File: config.mk
export PLATFORM = sky130hd
export DESIGN_NAME = analog_input_alarm_monitor
export DESIGN_NICKNAME = d
export VERILOG_FILES = /design/src/aim_pkg.sv /design/src/analog_input_alarm_monitor.sv /design/src/limit_alarm.sv
export SDC_FILE = /design/constraint.sdc
export NUM_CORES = 2
export LEC_CHECK = 0
export ABC_AREA = 1
export ABC_CLOCK_PERIOD_IN_PS = 34800
export BUFFER_PORTS_ARGS = -buffer_cell sky130_fd_sc_hd__buf_4
export CAP_MARGIN = 25
export CORE_AREA = 2 2 341 343
export CTS_BUF_LIST = sky130_fd_sc_hd__clkbuf_4 sky130_fd_sc_hd__clkbuf_8
export CTS_CLUSTER_DIAMETER = 30
export DETAILED_ROUTE_END_ITERATION = 8
export DIE_AREA = 0 0 343 345
export GPL_TIMING_DRIVEN = 0
export HOLD_SLACK_MARGIN = 0.1
export PLACE_DENSITY = 0.84
export SETUP_SLACK_MARGIN = 0.4
export SLEW_MARGIN = 20
export SYNTH_ARGS = -nofsm -noshare
export SYNTH_HDL_FRONTEND = slang
export SYNTH_HIERARCHICAL = 1
export SYNTH_SLANG_ARGS = --single-unit
File: constraint.sdc
create_clock -name CLK_SYS -period 34.8 [get_ports CLK_SYS]
set_clock_uncertainty 0.15 [all_clocks]
set_input_delay 1.74 -clock CLK_SYS [delete_from_list [all_inputs] [get_ports CLK_SYS]]
set_output_delay 1.74 -clock CLK_SYS [all_outputs]
set_load 0.05 [all_outputs]
File: src/aim_pkg.sv
package aim_pkg;
	// fixed point: values are signed, scaled by 10 (one decimal place)
	localparam int VAL_W = 24;
	localparam int CUR_W = 16;
	localparam logic signed [VAL_W-1:0] FULL_SCALE_RST = 24'sh0003E8;
	localparam logic signed [VAL_W-1:0] ZERO_SCALE_RST = 24'sh000000;
	localparam logic signed [VAL_W-1:0] SPLIT_RST = 24'sh000000;
	localparam logic signed [VAL_W-1:0] TEMP_SET_RST = 24'sh000000;
	// loop current in microamps
	localparam logic [CUR_W-1:0] CUR_ZERO_UA = 16'h0FA0;
	localparam logic [CUR_W-1:0] CUR_SPAN_UA = 16'h3E80;
	localparam logic SIGN_POSITIVE = 1'b0;
	typedef enum logic [1:0] {
		SRC_OTHER = 2'b00,
		SRC_PACING = 2'b01,
		SRC_TEMP = 2'b10,
		SRC_SPARE = 2'b11
	} source_t;
	typedef enum logic [1:0] {
		ST_IDLE = 2'b00,
		ST_SCALE = 2'b01,
		ST_CHECK = 2'b10
	} state_t;
endpackage

File: src/analog_input_alarm_monitor.sv
`timescale 1ns/1ps
// Contract
// - Hold full-scale value for 20 mA (default 100.0) and zero-scale for 4 mA (0.0).
// - Current mode when assigned to pacing or temperature; binary mode otherwise.
// - Binary mode compares against a split level, default 0.0.
// - Positive polarity: below split is 0, split and above is 1.
// - Negative polarity inverts the binary result.
// - Four input thresholds start empty; each set one raises an alarm in current mode.
// - High and high-high alarms rise when value exceeds threshold strictly.
// - Low and low-low alarms rise when value falls strictly below threshold.
// - High alarms hold until value drops below threshold minus hysteresis.
// - Low alarms hold until value rises above threshold plus hysteresis.
// - Probe has own four thresholds and hysteresis, all default 0.0.
// - Probe high alarms set above threshold, clear below threshold minus hysteresis.
// - Probe low alarms set below threshold, clear above threshold plus hysteresis.
module analog_input_alarm_monitor
	import aim_pkg::*;
#(
	parameter int VW = VAL_W,
	parameter int CW = CUR_W
) (
	// clock and reset
	input wire logic CLK_SYS,
	input wire logic RESETN,
	// loop current sample, microamps
	input wire logic [CW-1:0] LOOP_CURRENT,
	input wire logic LOOP_VALID,
	// temperature probe sample, tenths of a degree
	input wire logic signed [VW-1:0] TEMPERATURE_PROBE_INPUT,
	input wire logic TEMP_VALID,
	// configuration write: load pulse takes scaling, split, polarity, source and hysteresis; thresholds load on set bits, probe settings on TEMP_CFG_LOAD
	input wire logic CFG_LOAD,
	input wire logic [1:0] SOURCE_ASSIGN,
	input wire logic INPUT_POLARITY_SELECT,
	input wire logic signed [VW-1:0] FULL_SCALE_VALUE,
	input wire logic signed [VW-1:0] ZERO_SCALE_VALUE,
	input wire logic signed [VW-1:0] BINARY_SPLIT_LEVEL,
	input wire logic [3:0] AI_LEVEL_SET,
	input wire logic signed [VW-1:0] AI_HH_LEVEL,
	input wire logic signed [VW-1:0] AI_H_LEVEL,
	input wire logic signed [VW-1:0] AI_L_LEVEL,
	input wire logic signed [VW-1:0] AI_LL_LEVEL,
	input wire logic signed [VW-1:0] AI_HYST,
	input wire logic [3:0] AI_LEVEL_CLEAR,
	input wire logic TEMP_CFG_LOAD,
	input wire logic signed [VW-1:0] TEMP_HH_LEVEL,
	input wire logic signed [VW-1:0] TEMP_H_LEVEL,
	input wire logic signed [VW-1:0] TEMP_L_LEVEL,
	input wire logic signed [VW-1:0] TEMP_LL_LEVEL,
	input wire logic signed [VW-1:0] TEMP_HYST,
	// results
	output logic CURRENT_MODE,
	output logic signed [VW-1:0] PROCESS_VALUE,
	output logic PV_UPDATE,
	output logic BINARY_STATE,
	output logic [3:0] AI_ALARM,
	output logic [3:0] AI_LEVEL_VALID,
	output logic [3:0] TEMP_ALARM
);
	// settings, index 3..0 = high-high, high, low, low-low
	logic signed [VW-1:0] full_q;
	logic signed [VW-1:0] zero_q;
	logic signed [VW-1:0] split_q;
	logic pol_q;
	source_t src_q;
	logic signed [VW-1:0] ai_lvl_q [4];
	logic signed [VW-1:0] ai_hyst_q;
	logic [3:0] ai_set_q;
	logic signed [VW-1:0] t_lvl_q [4];
	logic signed [VW-1:0] t_hyst_q;
	logic signed [VW-1:0] ai_lvl_in [4];
	logic signed [VW-1:0] t_lvl_in [4];
	assign ai_lvl_in[3] = AI_HH_LEVEL;
	assign ai_lvl_in[2] = AI_H_LEVEL;
	assign ai_lvl_in[1] = AI_L_LEVEL;
	assign ai_lvl_in[0] = AI_LL_LEVEL;
	assign t_lvl_in[3] = TEMP_HH_LEVEL;
	assign t_lvl_in[2] = TEMP_H_LEVEL;
	assign t_lvl_in[1] = TEMP_L_LEVEL;
	assign t_lvl_in[0] = TEMP_LL_LEVEL;

	always_ff @(posedge CLK_SYS or negedge RESETN) begin
		if (!RESETN) begin
			full_q <= FULL_SCALE_RST;
			zero_q <= ZERO_SCALE_RST;
			split_q <= SPLIT_RST;
			pol_q <= SIGN_POSITIVE;
			src_q <= SRC_OTHER;
			ai_hyst_q <= TEMP_SET_RST;
		end else if (CFG_LOAD) begin
			full_q <= FULL_SCALE_VALUE;
			zero_q <= ZERO_SCALE_VALUE;
			split_q <= BINARY_SPLIT_LEVEL;
			pol_q <= INPUT_POLARITY_SELECT;
			src_q <= source_t'(SOURCE_ASSIGN);
			ai_hyst_q <= AI_HYST;
		end
	end

	// threshold slots: a set bit writes and marks the slot configured, clear empties it
	always_ff @(posedge CLK_SYS or negedge RESETN) begin
		if (!RESETN) begin
			ai_set_q <= 4'h0;
			for (int i = 0; i < 4; i++) begin
				ai_lvl_q[i] <= TEMP_SET_RST;
			end
		end else begin
			for (int i = 0; i < 4; i++) begin
				if (AI_LEVEL_SET[i]) begin
					ai_lvl_q[i] <= ai_lvl_in[i];
					ai_set_q[i] <= 1'b1;
				end else if (AI_LEVEL_CLEAR[i]) begin
					ai_set_q[i] <= 1'b0;
				end
			end
		end
	end

	always_ff @(posedge CLK_SYS or negedge RESETN) begin
		if (!RESETN) begin
			t_hyst_q <= TEMP_SET_RST;
			for (int i = 0; i < 4; i++) begin
				t_lvl_q[i] <= TEMP_SET_RST;
			end
		end else if (TEMP_CFG_LOAD) begin
			t_hyst_q <= TEMP_HYST;
			for (int i = 0; i < 4; i++) begin
				t_lvl_q[i] <= t_lvl_in[i];
			end
		end
	end

	// scaling pipeline; the divide by span is a constant so it maps to a multiplier-free quotient
	state_t st_q;
	logic [CW-1:0] cur_q;
	logic signed [2*VW+CW:0] prod_q;
	logic signed [CW:0] offs;
	logic signed [VW-1:0] pv_q;
	logic pv_upd_q;
	logic bin_q;
	logic is_current;
	assign is_current = (src_q == SRC_PACING) || (src_q == SRC_TEMP);
	assign offs = $signed({1'b0, cur_q}) - $signed({1'b0, CUR_ZERO_UA});

	always_ff @(posedge CLK_SYS or negedge RESETN) begin
		if (!RESETN) begin
			st_q <= ST_IDLE;
			cur_q <= '0;
			prod_q <= '0;
			pv_q <= ZERO_SCALE_RST;
			pv_upd_q <= 1'b0;
		end else begin
			pv_upd_q <= 1'b0;
			case (st_q)
				ST_IDLE: begin
					if (LOOP_VALID) begin
						cur_q <= LOOP_CURRENT;
						st_q <= ST_SCALE;
					end
				end
				ST_SCALE: begin
					prod_q <= (2*VW+CW+1)'(offs * (full_q - zero_q));
					st_q <= ST_CHECK;
				end
				ST_CHECK: begin
					pv_q <= VW'(zero_q + VW'(prod_q / $signed({1'b0, CUR_SPAN_UA})));
					pv_upd_q <= 1'b1;
					st_q <= ST_IDLE;
				end
				default: begin
					st_q <= ST_IDLE;
				end
			endcase
		end
	end

	chk_pv_latency: assert property (@(posedge CLK_SYS) disable iff (!RESETN)
		(st_q == ST_IDLE && LOOP_VALID) |=> ##2 pv_upd_q) else $error("scaled value late");

	// binary view compares the scaled value with the split level
	always_ff @(posedge CLK_SYS or negedge RESETN) begin
		if (!RESETN) begin
			bin_q <= 1'b0;
		end else if (pv_upd_q) begin
			bin_q <= (pv_q >= split_q) ^ (pol_q != SIGN_POSITIVE);
		end
	end

	chk_binary_polarity: assert property (@(posedge CLK_SYS) disable iff (!RESETN)
		(pv_upd_q && !CFG_LOAD) |=> (bin_q == (($past(pv_q) >= split_q) ^ pol_q))) else $error("binary state wrong");

	// input alarms only while in current mode and the slot is configured
	logic [3:0] ai_alarm;
	logic [3:0] t_alarm;
	genvar g;
	generate
		for (g = 0; g < 4; g++) begin : g_lim
			limit_alarm #(.W(VW), .IS_HIGH(g >= 2)) u_ai (
				.clk(CLK_SYS),
				.rst_n(RESETN),
				.eval(pv_upd_q),
				.enable(ai_set_q[g] && is_current),
				.value(pv_q),
				.level(ai_lvl_q[g]),
				.hyst(ai_hyst_q),
				.alarm_q(ai_alarm[g])
			);
			limit_alarm #(.W(VW), .IS_HIGH(g >= 2)) u_temp (
				.clk(CLK_SYS),
				.rst_n(RESETN),
				.eval(TEMP_VALID),
				.enable(1'b1),
				.value(TEMPERATURE_PROBE_INPUT),
				.level(t_lvl_q[g]),
				.hyst(t_hyst_q),
				.alarm_q(t_alarm[g])
			);
		end
	endgenerate

	chk_unset_quiet: assert property (@(posedge CLK_SYS) disable iff (!RESETN)
		(!ai_set_q[0]) |=> !ai_alarm[0]) else $error("alarm on empty threshold");
	chk_mode_gate: assert property (@(posedge CLK_SYS) disable iff (!RESETN)
		(!is_current) |=> (ai_alarm == 4'h0)) else $error("input alarm outside current mode");

	assign CURRENT_MODE = is_current;
	assign PROCESS_VALUE = pv_q;
	assign PV_UPDATE = pv_upd_q;
	assign BINARY_STATE = bin_q;
	assign AI_ALARM = ai_alarm;
	assign AI_LEVEL_VALID = ai_set_q;
	assign TEMP_ALARM = t_alarm;
endmodule // analog_input_alarm_monitor

File: src/limit_alarm.sv
`timescale 1ns/1ps
module limit_alarm
	import aim_pkg::*;
#(
	parameter int W = VAL_W,
	parameter bit IS_HIGH = 1'b1
) (
	input wire logic clk,
	input wire logic rst_n,
	input wire logic eval,
	input wire logic enable,
	input wire logic signed [W-1:0] value,
	input wire logic signed [W-1:0] level,
	input wire logic signed [W-1:0] hyst,
	output logic alarm_q
);
	logic signed [W:0] v;
	logic signed [W:0] lv;
	logic signed [W:0] hv;
	logic signed [W:0] rel;
	logic set_c;
	logic clr_c;
	// explicit signed extension: a bare concatenation is unsigned and misorders negative readings
	assign v = $signed({value[W-1], value});
	assign lv = $signed({level[W-1], level});
	assign hv = $signed({hyst[W-1], hyst});
	assign rel = IS_HIGH ? (lv - hv) : (lv + hv);
	assign set_c = IS_HIGH ? (v > lv) : (v < lv);
	assign clr_c = IS_HIGH ? (v < rel) : (v > rel);
	always_ff @(posedge clk or negedge rst_n) begin
		if (!rst_n) begin
			alarm_q <= 1'b0;
		end else if (!enable) begin
			alarm_q <= 1'b0;
		end else if (eval) begin
			if (set_c) begin
				alarm_q <= 1'b1;
			end else if (clr_c) begin
				alarm_q <= 1'b0;
			end
		end
	end
	chk_alarm_sets: assert property (@(posedge clk) disable iff (!rst_n)
		(enable && eval && set_c) |=> alarm_q) else $error("alarm not set on crossing");
	chk_alarm_holds: assert property (@(posedge clk) disable iff (!rst_n)
		(enable && eval && alarm_q && !clr_c) |=> alarm_q) else $error("alarm dropped inside hysteresis");
endmodule // limit_alarm

==> metrics.yaml <==
status: "completed"
worstHoldEndpoint: "ai_lvl_q[71]$_DFFE_PN0P_"
syn_area_um2: 62600
cts_made_buffers: 110
clkTransAtPathRegs_ns: 0.06
r2r_start: "prod_q[1]$_DFFE_PN0N_"
insertion_delay_ns: 0.86
yosys_warnings: 6
die_h_um: 345
max_slew_margin_pct: 26.7
area_delta_synth_final_pct: 12.5
gp_congestion: 1.03
dp_hpwl_um: 171000
cts-resized-gates: 0
hold_start: "ai_lvl_q[71]$_DFFE_PN0P_"
max_freq_mhz: 44.8
hold_viol: 0
required_ns: 35.38
io_buffers: 401
ioPinCount: 408
clock-sinks: 413
cp.depth: 186
fin_crit_sh_pct: 64.2
syn_inst: 8451
final_layout_size_suffix_gt1_share_pct: 15.6
cts_htree_levels: 3
cp_max_fo: 10
dp.cells: 10387
die_w_um: 343
cp_data_arrival_time_ns: 22.92
fin_crit_ns: 22.34
routed_wirelength_um: 207000
grt_use_total_pct: 34.9
rows: 125
grt_max_degree: 94
mostFrequentLayoutCells: "nand2_1 (2,069), inv_1 (1,382), ha_1 (751), nor2_1 (653), fa_1 (426)"
start_util_pct: 54.4
crit_buf_inv: 25
core-area_um2: 115000
synth.avg_cell_area_um2: 7.41
multiInputGateArea_um2: 46100
tightest_slew_ns: 1.10
rsz0062_at_grt: "no"
drv_cap: 0
seq_area_um2: 10300
r2r_slack_ns: 12.46
min_path_type: "reg -> reg"
slew_viol_final: 0
utilization_pct: 61.2
synth_edf_count: 0
grt_overflow: 0
grt_pass1_wl_um: 323000
critPathKind: "reg -> reg"
cpMaxStageDelayCell: "dfrtp_1"
ys.flop_type: "dfrtp_1"
ys_seq_area_share_pct: 16.5
reg2reg_depth: 186
routedWlPerCell_um: 19.6
ctsHoldBuffers: 0
die-area_um2: 118000
nets: 10523
drtPass1Iterations: 6
via_per_inst: 5.65
slowest_delay_ns: 0.40
rr_endpoint: "PROCESS_VALUE[23]$_DFFE_PN0P_"
cp-end-kind: "register"
crit_path_start_kind: "register"
final_cells: 10606
layout_commonest_cell: "nand2_1"
drc: 0
clock-root-buffer: "clkbuf_8"
async_flop_share_pct: 100
synth_seq_cells: 413
cts_tree: "done"
cp_top_family: "simple AND/OR/NAND/NOR gates"
crit_top_cell: "nand2_2"
final_antenna_net_count: 0
grt_pass1_vias: 60806
nFillCells: 10019
num_vias: 59924
setup_viol: 0
yosysUniqueCellTypes: 77
postCtsSetupBuffers: 0
drtIter0Drc: 4626
setup_tns_ns: 0
cts.path.max_buffers: 3
holdPathStages: 2
antenna_found_initial: 19
-- layout make-up --
| cell class | count | area share, % |
|---|---|---|
| diodes | 10 | 0.0355 |
| plain buffers | 126 | 0.732 |
| clock buffers | 128 | 2.39 |
| clock inverters | 79 | 1.40 |
| inverters | 1494 | 8.13 |
| multi-input cells | 6421 | 65.4 |
| flip-flops and latches | 413 | 14.7 |
| well taps | 1524 | 2.71 |
| repair buffers | 411 | 4.53 |
-- metrics by stage --
stage	hold WS, ns	area [µm²]	setup WS, ns
after floorplan	0.317	62600	16.43
after global placement	0.338	67500	13.45
after detailed placement	0.344	67700	12.79
after CTS	0.356	70400	12.74
after global routing	0.377	70400	10.21
final	0.358	70400	12.46
-- routing by layer --
layer,vias to the layer above,share of wire (%),GRT usage [%]
li1,27917,-,-
met3,844,11,9.02
met5,-,0.024,0
met2,2848,45,55.7
met1,28307,37,41.7
met4,8,7.2,22.1
-- flip-flops by register name, summed over array words and instances, names as in the netlist --
signal	count
AI_LEVEL_VALID	4
BINARY_STATE	1
PROCESS_VALUE	24
PV_UPDATE	1
ai_hyst_q	24
ai_lvl_q	96
cur_q	16
full_q	24
g_lim.u_ai/alarm_q	4
g_lim.u_temp/alarm_q	4
pol_q	1
prod_q	42
split_q	24
src_q	2
st_q	2
t_hyst_q	24
t_lvl_q	96
zero_q	24
-- tightest hold or removal path: stages (launching register included) --
cell and delay (ns):
dfrtp_1 0.37, nand2_1 0.06, nand2_1 0.05
-- how the worst max path moves through the flow --
stage / startpoint / endpoint
floorplan: prod_q[0]$_DFFE_PN0N_ / PROCESS_VALUE[23]$_DFFE_PN0P_
global placement: prod_q[1]$_DFFE_PN0N_ / PROCESS_VALUE[23]$_DFFE_PN0P_
detailed placement: prod_q[1]$_DFFE_PN0N_ / PROCESS_VALUE[23]$_DFFE_PN0P_
CTS: prod_q[1]$_DFFE_PN0N_ / PROCESS_VALUE[23]$_DFFE_PN0P_
global route: prod_q[1]$_DFFE_PN0N_ / PROCESS_VALUE[23]$_DFFE_PN0P_
finish: prod_q[1]$_DFFE_PN0N_ / PROCESS_VALUE[23]$_DFFE_PN0P_
-- kinds of logic after synthesis --
family / count (synthesis) / share of synthesized area, %
flip-flops: 413 / 16.5
AO/OA/AOI/OAI: 1051 / 10.0
AND/OR/NAND/NOR: 3699 / 27.3
adder cells (fa/ha/maj): 1177 / 28.6
multiplexers: 171 / 3.08
XOR/XNOR: 319 / 4.52
other: 1 / 0.00599
buffers and inverters: 1620 / 9.96
-- Yosys cell counts, drive strengths merged, types with 2 or more instances --
master / n / share of area, %
or2: 26 / 0.26
bufinv: 3 / 0.084
o211ai: 9 / 0.14
a21boi: 17 / 0.28
o31ai: 5 / 0.060
o21ai: 391 / 3.4
o21bai: 76 / 1.0
buf: 5 / 0.048
nand3: 441 / 4.4
dfstp: 6 / 0.25
a211oi: 15 / 0.18
dfrtp: 407 / 16
xnor2: 143 / 2.0
ha: 751 / 15
xor2: 176 / 2.5
a21o: 62 / 0.75
clkbuf: 121 / 0.77
o21a: 9 / 0.11
inv: 1464 / 8.8
o221ai: 2 / 0.028
clkinv: 27 / 0.22
nand4: 105 / 1.1
nand2: 2330 / 16
a21oi: 417 / 3.5
a31oi: 42 / 0.43
nor3: 58 / 0.56
and2: 10 / 0.11
nand3b: 20 / 0.24
nor4: 4 / 0.040
nor2: 704 / 4.6
mux2: 171 / 3.1
fa: 426 / 14
Power is not shown: default switching activity piles up to over one toggle a cycle in this logic, so the estimate is an artifact.
